`src/include/setup_pkg.sv`:
```
/*
 * Constants, types and carriers of the controller setup memory.
 * Assumes a single 200 MHz clock domain and word-indexed register addresses.
 */
package setup_pkg;

	// ==========================================================
	// Setup area placement
	localparam logic [15:0] SETUP_FIRST_ADDR        = 16'h19c8;
	localparam logic [15:0] SETUP_LAST_ADDR         = 16'h19ff;
	localparam logic [15:0] STARTUP_MODE_WORD       = 16'h19c8;
	localparam logic [15:0] HOLD_BIT_RETENTION_WORD = 16'h19c9;
	localparam int          SETUP_WORDS             = 56;

	typedef logic [5:0] sidx_t;

	localparam sidx_t IDX_STARTUP     = 6'h00;
	localparam sidx_t IDX_HOLD        = 6'h01;
	localparam sidx_t IDX_PWR_LAST    = 6'h0e;
	localparam sidx_t IDX_START_FIRST = 6'h0f;
	localparam sidx_t IDX_START_LAST  = 6'h2c;
	localparam sidx_t IDX_CONT_FIRST  = 6'h2d;
	localparam sidx_t IDX_CONT_LAST   = 6'h37;
	localparam sidx_t IDX_TWICE_PWR   = 6'h2b;
	localparam sidx_t IDX_TWICE_START = 6'h0b;

	// ==========================================================
	// Word values and fields
	localparam logic [15:0] SETUP_DEFAULT   = 16'h0000;
	localparam logic [7:0]  SEL_CONSOLE     = 8'h00;
	localparam logic [7:0]  SEL_LAST        = 8'h01;
	localparam logic [7:0]  SEL_EXPLICIT    = 8'h02;
	localparam logic [7:0]  MODE_CODE_MAX   = 8'h02;
	localparam int          HOLD_IOM_LSB    = 8;
	localparam int          HOLD_FORCED_LSB = 12;
	localparam logic [3:0]  HOLD_RETAIN     = 4'h1;
	localparam logic [7:0]  SETUP_VALUE_ERROR_CODE = 8'h9b;

	typedef enum logic [1:0] {
		MODE_PROGRAM = 2'b00,
		MODE_MONITOR = 2'b01,
		MODE_RUN     = 2'b10
	} op_mode_t;

	typedef enum logic [1:0] {
		SEQ_IDLE  = 2'b00,
		SEQ_SCAN  = 2'b01,
		SEQ_CLEAR = 2'b10
	} seq_t;

	// Scan groups, also the error flag positions
	localparam logic [1:0] GRP_PWR   = 2'h0;
	localparam logic [1:0] GRP_START = 2'h1;
	localparam logic [1:0] GRP_CONT  = 2'h2;

	// ==========================================================
	// Own registers
	localparam logic [15:0] CTRL_ADDR       = 16'h1a00;
	localparam logic [15:0] STATUS_ADDR     = 16'h1a01;
	localparam logic [15:0] IRQ_EN_ADDR     = 16'h1a02;
	localparam logic [15:0] IRQ_CLR_ADDR    = 16'h1a03;
	localparam logic [15:0] ERR_FLAGS_ADDR  = 16'h1a04;
	localparam logic [15:0] STATE_VIEW_ADDR = 16'h1a05;

	localparam int ST_LOAD_DONE    = 0;
	localparam int ST_SETUP_ERR    = 1;
	localparam int ST_WR_REFUSED   = 2;
	localparam int ST_RESTORE_DONE = 3;

	localparam logic [3:0] RST_STATUS    = 4'h0;
	localparam logic [3:0] RST_IRQ_EN    = 4'h0;
	localparam logic [2:0] RST_ERR_FLAGS = 3'h0;
	localparam logic [7:0] RST_ERR_CODE  = 8'h00;

	// ==========================================================
	// Carriers
	typedef struct packed {
		logic        rd;
		logic        wr;
		logic [15:0] addr;
		logic [15:0] wdata;
	} reg_req_t;

	typedef struct packed {
		logic        wr;
		logic [15:0] addr;
		logic [15:0] wdata;
		logic        clearDm;
		logic        modeSet;
		op_mode_t    modeVal;
	} prog_req_t;

	typedef struct packed {
		logic        stb;
		sidx_t       idx;
		logic [15:0] data;
	} applied_t;

endpackage

```
`src/verilog/setup_word_mem.sv`:
```
/*
 * Setup word storage: one write port, one read port with registered data.
 * The read register can instead load a word supplied by the caller.
 */
module setup_word_mem (
	input  wire logic                  mclk,
	input  wire logic                  sys_rst,
	input  wire logic                  wrEn,
	input  wire setup_pkg::sidx_t      wrIdx,
	input  wire logic [15:0]           wrData,
	input  wire logic                  rdEn,
	input  wire setup_pkg::sidx_t      rdIdx,
	input  wire logic                  rdAlt,
	input  wire logic [15:0]           rdAltData,
	output logic      [15:0]           rdData
);

	// ==========================================================
	// Storage
	logic [15:0] words [setup_pkg::SETUP_WORDS];

	always_ff @(posedge mclk) begin
		if (wrEn) begin
			words[wrIdx] <= wrData;
		end
	end

	// ==========================================================
	// Read register
	always_ff @(posedge mclk or posedge sys_rst) begin
		if (sys_rst) begin
			rdData <= 16'h0000;
		end else if (rdEn) begin
			rdData <= rdAlt ? rdAltData : words[rdIdx];
		end
	end

endmodule

```
`src/verilog/controller_setup_memory.sv`:
```
/*
 * Controller setup memory: stores the setup words, loads them at power-up,
 * program start or continuously, checks and decodes them, guards writes.
 * Assumes the user program on the register port and a programming device
 * on the programming port, both synchronous to mclk.
 */
// The implementer's own choice: the strobed register port.
// What this block does
// - Setup words occupy word addresses 6600 through 6655 contiguously.
// - Every setup word defaults to 0000, selecting default behaviour.
// - Setting the restore bit returns all setup words to default, any time.
// - A data-memory clear from the programming device zeroes every setup word.
// - Words 6600-6614 are read and applied at power-up, 6611 also at program start.
// - Words 6615-6644 are read and applied at program start, 6643 also at power-up.
// - Words 6645-6655 are applied continuously while powered.
// - Words 6611 and 6643 are sampled at power-up and at program start.
// - Only the programming device writes setup words; user writes are refused.
// - Words 6600-6644 are writable only in program mode.
// - Words 6645-6655 are writable in program or monitor mode.
// - An improper word raises non-fatal error code 9B, operation continues.
// - An improper word sets its error flag and is applied as default.
// - Startup word low byte picks console, last mode, or explicit mode.
// - With low byte 02, the high byte gives program, monitor or run.
// - At power-up, retain bits keep old value if field is 1, else clear.
module controller_setup_memory (
	input  wire logic                  mclk,
	input  wire logic                  sys_rst,
	input  wire setup_pkg::reg_req_t   regReq,
	output logic      [15:0]           regRdData,
	input  wire setup_pkg::prog_req_t  progReq,
	input  wire logic                  powerUp,
	input  wire logic                  progStart,
	input  wire logic                  consoleAttached,
	input  wire setup_pkg::op_mode_t   consoleMode,
	input  wire setup_pkg::op_mode_t   lastMode,
	input  wire logic                  prevForcedRetain,
	input  wire logic                  prevIoRetain,
	output setup_pkg::op_mode_t        opMode,
	output logic                       forcedStateRetainBit,
	output logic                       ioMemoryRetainBit,
	output logic      [2:0]            setupErrorFlags,
	output logic      [7:0]            setupErrCode,
	output setup_pkg::applied_t        applied,
	output logic                       irq
);

	// ==========================================================
	// State
	typedef struct packed {
		setup_pkg::seq_t     seq;
		setup_pkg::sidx_t    idx;
		setup_pkg::sidx_t    last;
		logic                extra;
		setup_pkg::sidx_t    extraIdx;
		logic [1:0]          grp;
		logic                pend;
		setup_pkg::sidx_t    pendIdx;
		logic [1:0]          pendGrp;
		logic                pwrPend;
		logic                startPend;
		logic                clearPend;
		logic                restore;
		logic [3:0]          status;
		logic [3:0]          irqEn;
		logic [2:0]          errFlags;
		logic [7:0]          errCode;
		setup_pkg::op_mode_t mode;
		logic                forced;
		logic                io;
		setup_pkg::applied_t applied;
		logic                irq;
	} state_t;

	state_t r;
	state_t s;

	logic                memWrEn;
	setup_pkg::sidx_t    memWrIdx;
	logic [15:0]         memWrData;
	logic                memRdEn;
	setup_pkg::sidx_t    memRdIdx;
	logic                memRdAlt;
	logic [15:0]         memRdAltData;
	logic [15:0]         memRdData;

	// ==========================================================
	// Helpers
	function automatic logic improper(input setup_pkg::sidx_t idx, input logic [15:0] w);
		logic bad;
		bad = 1'b0;
		if (idx == setup_pkg::IDX_STARTUP) begin
			bad = (w[7:0] > setup_pkg::SEL_EXPLICIT) ||
			      ((w[7:0] == setup_pkg::SEL_EXPLICIT) && (w[15:8] > setup_pkg::MODE_CODE_MAX));
		end else if (idx == setup_pkg::IDX_HOLD) begin
			bad = (w[7:0] != 8'h00) ||
			      (w[setup_pkg::HOLD_IOM_LSB +: 4] > setup_pkg::HOLD_RETAIN) ||
			      (w[setup_pkg::HOLD_FORCED_LSB +: 4] > setup_pkg::HOLD_RETAIN);
		end
		return bad;
	endfunction

	function automatic setup_pkg::op_mode_t codeToMode(input logic [7:0] c);
		setup_pkg::op_mode_t m;
		case (c)
			8'h00: m = setup_pkg::MODE_PROGRAM;
			8'h01: m = setup_pkg::MODE_MONITOR;
			default: m = setup_pkg::MODE_RUN;
		endcase
		return m;
	endfunction

	// ==========================================================
	// Next state
	logic [15:0]         busOff;
	logic                busSetup;
	logic [15:0]         progOff;
	logic                progSetup;
	logic                progAllowed;
	logic [15:0]         word;
	logic [3:0]          stSet;
	logic [3:0]          stClr;
	logic [2:0]          efSet;
	logic [2:0]          efClr;

	always_comb begin
		s = r;
		s.applied.stb = 1'b0;
		stSet = 4'h0;
		stClr = 4'h0;
		efSet = 3'h0;
		efClr = 3'h0;
		word = 16'h0000;
		memWrEn = 1'b0;
		memWrIdx = r.idx;
		memWrData = setup_pkg::SETUP_DEFAULT;
		memRdEn = 1'b0;
		memRdIdx = r.idx;
		memRdAlt = 1'b0;
		memRdAltData = 16'h0000;

		busOff = regReq.addr - setup_pkg::SETUP_FIRST_ADDR;
		busSetup = (regReq.addr >= setup_pkg::SETUP_FIRST_ADDR) &&
		           (regReq.addr <= setup_pkg::SETUP_LAST_ADDR);
		progOff = progReq.addr - setup_pkg::SETUP_FIRST_ADDR;
		progSetup = (progReq.addr >= setup_pkg::SETUP_FIRST_ADDR) &&
		            (progReq.addr <= setup_pkg::SETUP_LAST_ADDR);

		// User program reads: setup words or own registers
		if (regReq.rd) begin
			memRdEn = 1'b1;
			memRdIdx = busOff[5:0];
			if (!busSetup) begin
				memRdAlt = 1'b1;
				case (regReq.addr)
					setup_pkg::CTRL_ADDR:       memRdAltData = {15'h0000, r.restore};
					setup_pkg::STATUS_ADDR:     memRdAltData = {12'h000, r.status};
					setup_pkg::IRQ_EN_ADDR:     memRdAltData = {12'h000, r.irqEn};
					setup_pkg::ERR_FLAGS_ADDR:  memRdAltData = {13'h0000, r.errFlags};
					setup_pkg::STATE_VIEW_ADDR: memRdAltData = {r.errCode, 2'h0, r.io,
					                                            r.forced, 2'h0, r.mode};
					default:                    memRdAltData = 16'h0000;
				endcase
			end
		end

		// Apply a word read by the sequencer
		if (r.pend) begin
			s.pend = 1'b0;
			word = memRdData;
			if (improper(r.pendIdx, memRdData)) begin
				word = setup_pkg::SETUP_DEFAULT;
				efSet[r.pendGrp] = 1'b1;
				s.errCode = setup_pkg::SETUP_VALUE_ERROR_CODE;
				stSet[setup_pkg::ST_SETUP_ERR] = 1'b1;
			end
			s.applied.stb = 1'b1;
			s.applied.idx = r.pendIdx;
			s.applied.data = word;
			if (r.pendGrp == setup_pkg::GRP_PWR) begin
				if (r.pendIdx == setup_pkg::IDX_STARTUP) begin
					case (word[7:0])
						setup_pkg::SEL_LAST:     s.mode = lastMode;
						setup_pkg::SEL_EXPLICIT: s.mode = codeToMode(word[15:8]);
						default:                 s.mode = consoleAttached ? consoleMode :
						                                  setup_pkg::MODE_RUN;
					endcase
				end else if (r.pendIdx == setup_pkg::IDX_HOLD) begin
					s.forced = (word[setup_pkg::HOLD_FORCED_LSB +: 4] == setup_pkg::HOLD_RETAIN) ?
					           prevForcedRetain : 1'b0;
					s.io = (word[setup_pkg::HOLD_IOM_LSB +: 4] == setup_pkg::HOLD_RETAIN) ?
					       prevIoRetain : 1'b0;
				end
			end
		end

		// Sequencer
		case (r.seq)
			setup_pkg::SEQ_IDLE: begin
				if (r.restore || r.clearPend) begin
					s.seq = setup_pkg::SEQ_CLEAR;
					s.idx = 6'h00;
					s.clearPend = 1'b0;
				end else if (r.pwrPend) begin
					s.seq = setup_pkg::SEQ_SCAN;
					s.idx = setup_pkg::IDX_STARTUP;
					s.last = setup_pkg::IDX_PWR_LAST;
					s.extra = 1'b1;
					s.extraIdx = setup_pkg::IDX_TWICE_PWR;
					s.grp = setup_pkg::GRP_PWR;
					s.pwrPend = 1'b0;
				end else if (r.startPend) begin
					s.seq = setup_pkg::SEQ_SCAN;
					s.idx = setup_pkg::IDX_START_FIRST;
					s.last = setup_pkg::IDX_START_LAST;
					s.extra = 1'b1;
					s.extraIdx = setup_pkg::IDX_TWICE_START;
					s.grp = setup_pkg::GRP_START;
					s.startPend = 1'b0;
				end else begin
					s.seq = setup_pkg::SEQ_SCAN;
					s.idx = setup_pkg::IDX_CONT_FIRST;
					s.last = setup_pkg::IDX_CONT_LAST;
					s.extra = 1'b0;
					s.grp = setup_pkg::GRP_CONT;
				end
			end
			setup_pkg::SEQ_SCAN: begin
				if (!regReq.rd) begin
					memRdEn = 1'b1;
					memRdIdx = r.idx;
					s.pend = 1'b1;
					s.pendIdx = r.idx;
					s.pendGrp = r.grp;
					if (r.idx == r.last) begin
						if (r.extra) begin
							s.idx = r.extraIdx;
							s.last = r.extraIdx;
							s.extra = 1'b0;
						end else begin
							s.seq = setup_pkg::SEQ_IDLE;
							if (r.grp != setup_pkg::GRP_CONT) begin
								stSet[setup_pkg::ST_LOAD_DONE] = 1'b1;
							end
						end
					end else begin
						s.idx = r.idx + 6'h01;
					end
				end
			end
			setup_pkg::SEQ_CLEAR: begin
				memWrEn = 1'b1;
				memWrIdx = r.idx;
				memWrData = setup_pkg::SETUP_DEFAULT;
				if (r.idx == setup_pkg::IDX_CONT_LAST) begin
					s.seq = setup_pkg::SEQ_IDLE;
					if (r.restore) begin
						s.restore = 1'b0;
						stSet[setup_pkg::ST_RESTORE_DONE] = 1'b1;
					end
				end else begin
					s.idx = r.idx + 6'h01;
				end
			end
			default: begin
				s.seq = setup_pkg::SEQ_IDLE;
			end
		endcase

		// User program writes
		if (regReq.wr) begin
			case (regReq.addr)
				setup_pkg::CTRL_ADDR: begin
					if (regReq.wdata[0]) begin
						s.restore = 1'b1;
					end
				end
				setup_pkg::IRQ_EN_ADDR:    s.irqEn = regReq.wdata[3:0];
				setup_pkg::IRQ_CLR_ADDR:   stClr = regReq.wdata[3:0];
				setup_pkg::ERR_FLAGS_ADDR: efClr = regReq.wdata[2:0];
				default: begin
					if (busSetup) begin
						stSet[setup_pkg::ST_WR_REFUSED] = 1'b1;
					end
				end
			endcase
		end

		// Programming device writes, gated by mode
		if (progOff[5:0] <= setup_pkg::IDX_START_LAST) begin
			progAllowed = (r.mode == setup_pkg::MODE_PROGRAM);
		end else begin
			progAllowed = (r.mode == setup_pkg::MODE_PROGRAM) ||
			              (r.mode == setup_pkg::MODE_MONITOR);
		end
		progAllowed = progAllowed && (r.seq != setup_pkg::SEQ_CLEAR);
		if (progReq.wr && progSetup) begin
			if (progAllowed) begin
				memWrEn = 1'b1;
				memWrIdx = progOff[5:0];
				memWrData = progReq.wdata;
			end else begin
				stSet[setup_pkg::ST_WR_REFUSED] = 1'b1;
			end
		end
		if (progReq.modeSet && (progReq.modeVal != 2'b11)) begin
			s.mode = progReq.modeVal;
		end

		// Load and clear events
		if (progReq.clearDm) begin
			s.clearPend = 1'b1;
		end
		if (powerUp) begin
			s.pwrPend = 1'b1;
		end
		if (progStart) begin
			s.startPend = 1'b1;
		end

		// Sticky flags: set wins over clear
		s.status = (r.status & ~stClr) | stSet;
		s.errFlags = (r.errFlags & ~efClr) | efSet;
		s.irq = |(s.status & s.irqEn);
	end

	// ==========================================================
	// Registers
	always_ff @(posedge mclk or posedge sys_rst) begin
		if (sys_rst) begin
			r.seq <= setup_pkg::SEQ_CLEAR;
			r.idx <= 6'h00;
			r.last <= 6'h00;
			r.extra <= 1'b0;
			r.extraIdx <= 6'h00;
			r.grp <= setup_pkg::GRP_PWR;
			r.pend <= 1'b0;
			r.pendIdx <= 6'h00;
			r.pendGrp <= setup_pkg::GRP_PWR;
			r.pwrPend <= 1'b0;
			r.startPend <= 1'b0;
			r.clearPend <= 1'b0;
			r.restore <= 1'b0;
			r.status <= setup_pkg::RST_STATUS;
			r.irqEn <= setup_pkg::RST_IRQ_EN;
			r.errFlags <= setup_pkg::RST_ERR_FLAGS;
			r.errCode <= setup_pkg::RST_ERR_CODE;
			r.mode <= setup_pkg::MODE_PROGRAM;
			r.forced <= 1'b0;
			r.io <= 1'b0;
			r.applied <= '0;
			r.irq <= 1'b0;
		end else begin
			r <= s;
		end
	end

	// ==========================================================
	// Storage
	setup_word_mem u_mem (
		.mclk      (mclk),
		.sys_rst   (sys_rst),
		.wrEn      (memWrEn),
		.wrIdx     (memWrIdx),
		.wrData    (memWrData),
		.rdEn      (memRdEn),
		.rdIdx     (memRdIdx),
		.rdAlt     (memRdAlt),
		.rdAltData (memRdAltData),
		.rdData    (memRdData)
	);

	// ==========================================================
	// Outputs
	assign regRdData            = memRdData;
	assign opMode               = r.mode;
	assign forcedStateRetainBit = r.forced;
	assign ioMemoryRetainBit    = r.io;
	assign setupErrorFlags      = r.errFlags;
	assign setupErrCode         = r.errCode;
	assign applied              = r.applied;
	assign irq                  = r.irq;

endmodule

```
`config.mk`:
```
export PLATFORM = sky130hd
export DESIGN_NAME = controller_setup_memory
export DESIGN_NICKNAME = d
export VERILOG_FILES = /design/src/include/setup_pkg.sv /design/src/verilog/setup_word_mem.sv /design/src/verilog/controller_setup_memory.sv
export SDC_FILE = /design/constraint.sdc
export NUM_CORES = 1
export LEC_CHECK = 0
export ABC_AREA = 0
export BUFFER_PORTS_ARGS = -buffer_cell sky130_fd_sc_hd__buf_2
export CAP_MARGIN = 10
export CORE_ASPECT_RATIO = 0.8
export CORE_UTILIZATION = 55
export CTS_CLUSTER_SIZE = 40
export DETAILED_ROUTE_END_ITERATION = 10
export GPL_TIMING_DRIVEN = 1
export HOLD_SLACK_MARGIN = 0.1
export PLACE_DENSITY = 0.72
export SKIP_LAST_GASP = 1
export SYNTH_ARGS = -nofsm -noshare
export SYNTH_HDL_FRONTEND = slang
export SYNTH_SLANG_ARGS = --single-unit
```
`constraint.sdc`:
```
create_clock -name mclk -period 6.7 [get_ports mclk]
set_input_delay 0.67 -clock mclk [delete_from_list [all_inputs] [get_ports mclk]]
set_output_delay 0.67 -clock mclk [all_outputs]
set_load 0.01 [all_outputs]
```
==> results.json <==
{
  "synthesis.area_sq_mm": 0.03988,
  "synth_enable_flop_cells": 896,
  "pwr-share-comb_pct": 4.5,
  "clkPwrFrac_pct": 40.6,
  "tightestPinTransition_ns": 1.238,
  "cts_buffers": 88,
  "netlist-cell-type-count": 70,
  "grt_pass1_wl_mm": 154.8,
  "synth_top_area_share_pct": 67.46,
  "ir_drop_uv": 361.2,
  "p_int_w": 0.009518,
  "worst-r2r-cell-count": 8,
  "layout_common_cells": "edfxtp_1, nand2_1, mux4_2",
  "arrival_ns": 4.85,
  "vias": 24300,
  "dpl.hpwl_mm": 63.18,
  "antenna_found_initial": 3,
  "nNetsFinal": 2741,
  "io_buffers": 121,
  "die_area_sq_mm": 0.07360,
  "start_kind": "flip-flop",
  "yosysWarnings": 0,
  "leakagePower_nw": 13.67,
  "synth.area.top_cells": "edfxtp_1, mux4_2, dfrtp_1",
  "filler_cell_count": 4934,
  "grt_pass1_vias": 23270,
  "ys_ff_latch": 984,
  "setup_viol": 0,
  "switchingPower_w": 0.002616,
  "first_iter_violations": 3676,
  "finalCritPeriodShare_pct": 65.29,
  "rows": 87,
  "core-area_sq_mm": 0.07108,
  "root_buffer": "clkbuf_16",
  "reg2reg_from": "r[75]$_DFFE_PP0P_",
  "ant_nets": 0,
  "hp-start": "progReq[3]",
  "grt_max_degree": 96,
  "final_common_cell": "edfxtp_1",
  "relSlewSlack_pct": 16.58,
  "cts_tree": "done",
  "path_class": "reg2reg",
  "clock_latency_ns": 0.66,
  "cts_resized": 0,
  "rsz0062_at_grt": "false",
  "cp.required_ns": 7.17,
  "start_util_pct": 56.11,
  "drtPass1Iterations": 6,
  "drc_errors": 0,
  "areaGrowthSynthToFinish_pct": 12.06,
  "drv_slew": 0,
  "gp_congestion": 0.9719,
  "finalHoldViolations": 0,
  "power_frac_seq_pct": 54.8,
  "seq_area_frac_synth_pct": 72.98,
  "critPathMaxFanout": 58,
  "clk_pin_slew_ns": 0.07,
  "vias_per_cell": 6.640,
  "overflow": 0,
  "hp-class": "in2reg",
  "synthCells": 2511,
  "grt.total_usage_pct": 29.14,
  "synthFlopType": "edfxtp_1",
  "total_power_w": 0.01213,
  "power.share.switching_pct": 21.56,
  "yosysTopAreaCell": "edfxtp_1",
  "synthArstFlopShare_pct": 8.943,
  "wl_mm": 106.8,
  "clock_sinks": 984,
  "die_x_microns": 303.1,
  "io_pins": 137,
  "min_period_ns": 4.375,
  "fmax_mhz": 228.6,
  "status": "finished clean",
  "die_height_microns": 242.9,
  "cap_violations": 0,
  "syn_area_per_cell_sq_um": 15.88,
  "drive_above_1_share_pct": 20.75,
  "cts_buffer_depth": 3,
  "cts_max_level": 3,
  "crit_start": "r[75]$_DFFE_PP0P_",
  "finClkSkew_ns": 0.02228,
  "wl_per_cell_microns": 29.17,
  "fin_setup_tns_ns": 0,
  "cellPowerDensity_mw_per_mm2": 271.5,
  "hold-path-cell-count": 2,
  "end_kind": "flip-flop"
}
[worst max-delay path, stage by stage, from the launching register on]
cell	delay, ns
dfrtp_1	0.83
mux2_8	0.69
buf_4	0.68
mux4_2	0.58
nand2_1	0.08
and3_1	0.19
a311oi_1	0.08
o21ai_0	0.73
o221ai_1	0.28
[Yosys cell counts (6+ instances only)]
cell	count
o2111ai_1	10
nand3_1	135
a311oi_1	6
a21o_1	13
nand4_1	16
nor2_1	93
a22oi_1	14
inv_1	38
xnor2_1	6
nor2b_1	12
and3_1	15
o31ai_1	6
mux4_2	139
nand2b_1	9
edfxtp_1	896
mux2_2	23
clkbuf_1	80
a32oi_1	21
buf_2	31
nor3_1	49
buf_4	47
and2_1	19
ha_1	7
a32o_1	9
nor4b_1	6
a31oi_1	52
mux2i_1	57
a21oi_1	43
buf_1	14
nor4_1	16
o211ai_1	6
dfrtp_1	87
nand2_1	375
a22o_1	8
a221o_1	6
o22ai_1	18
o32ai_1	7
o21ai_0	43
[power by group through the flow]
stage	Sequential, W	Combinational [W]	Clock (W)
final	0.00665	0.000551	0.00493
after global routing	0.00665	0.000582	0.00518
after CTS	0.00665	0.000540	0.00496
after detailed placement	0.00678	0.000535	0
after global placement	0.00678	0.000526	0
after floorplan	0.00677	0.000335	0
[worst paths after layout]
kind | endpoint | slack, ns
setup / recovery | u_mem.rdData[12]$_DFFE_PP0P_ | 2.33
hold / removal | r[48]$_DFFE_PP0P_ | 0.21
setup reg to reg | u_mem.rdData[12]$_DFFE_PP0P_ | 2.33
hold reg to reg | r[65]$_DFFE_PP0P_ | 0.49
max in group asynchronous | r[49]$_DFFE_PP0P_ | 4.92
min in group asynchronous | applied[1]$_DFFE_PP0P_ | 0.55
[metal layers]
layer	global-route usage (%)	vias up	wire, microns
met5	0	-	0
met4	9.001	0	3271
met3	8.271	219	14240
met2	42.09	1648	47920
met1	43.19	12400	41350
li1	-	10040	-
[layout make-up]
type / count / area, sq um / area share, %
inverter: 40 / 151.4 / 0.3387
sequential: 984 / 29110 / 65.13
tap: 934 / 1169 / 2.615
clock buffer: 115 / 2346 / 5.249
multi-input combinational: 1317 / 10080 / 22.54
antenna: 3 / 7.507 / 0.01680
clock inverter: 46 / 429.2 / 0.9602
timing repair buffer: 221 / 1406 / 3.147
[registers in the layout, indices dropped and copies added (netlist names), 2 cells and up]
signal and count:
setupErrorFlags 3, u_mem.words 896, r 40, applied 23, opMode 2, u_mem.rdData 16
[kinds of logic (layout without fill, tap and decap cells)]
kind of cell,Yosys count,count (layout),share of synthesized area [%]
flip-flops,984,984,72.98
multiplexers,219,219,9.929
AND/OR/NAND/NOR,771,771,8.680
XOR/XNOR,11,11,0.2415
buffers and inverters,212,422,2.535
adder cells (fa/ha/maj),7,7,0.2196
AO/OA/AOI/OAI,306,306,5.402
other,1,6,0.009402
[through the flow]
stage | hold WS, ns | cell area [sq um] | util, % | instances | worst slack (ns)
global route | 0.2020 | 44690 | 62.87 | 3659 | 2.123
CTS | 0.1750 | 44650 | 62.82 | 3654 | 2.432
finish | 0.2069 | 44690 | 62.88 | 3660 | 2.325
detailed placement | 0.4794 | 41870 | 58.90 | 3492 | 1.916
global placement | 0.4660 | 41870 | 58.90 | 3492 | 1.971
floorplan | 0.4198 | 39890 | - | 2513 | 2.610
[repair_timing]
action	CTS	global route
hold endpoints to repair	23	0
setup endpoints to repair	0	0
hold buffers	1	0
buffers inserted	0	0
(Power assumes the default switching activity.)
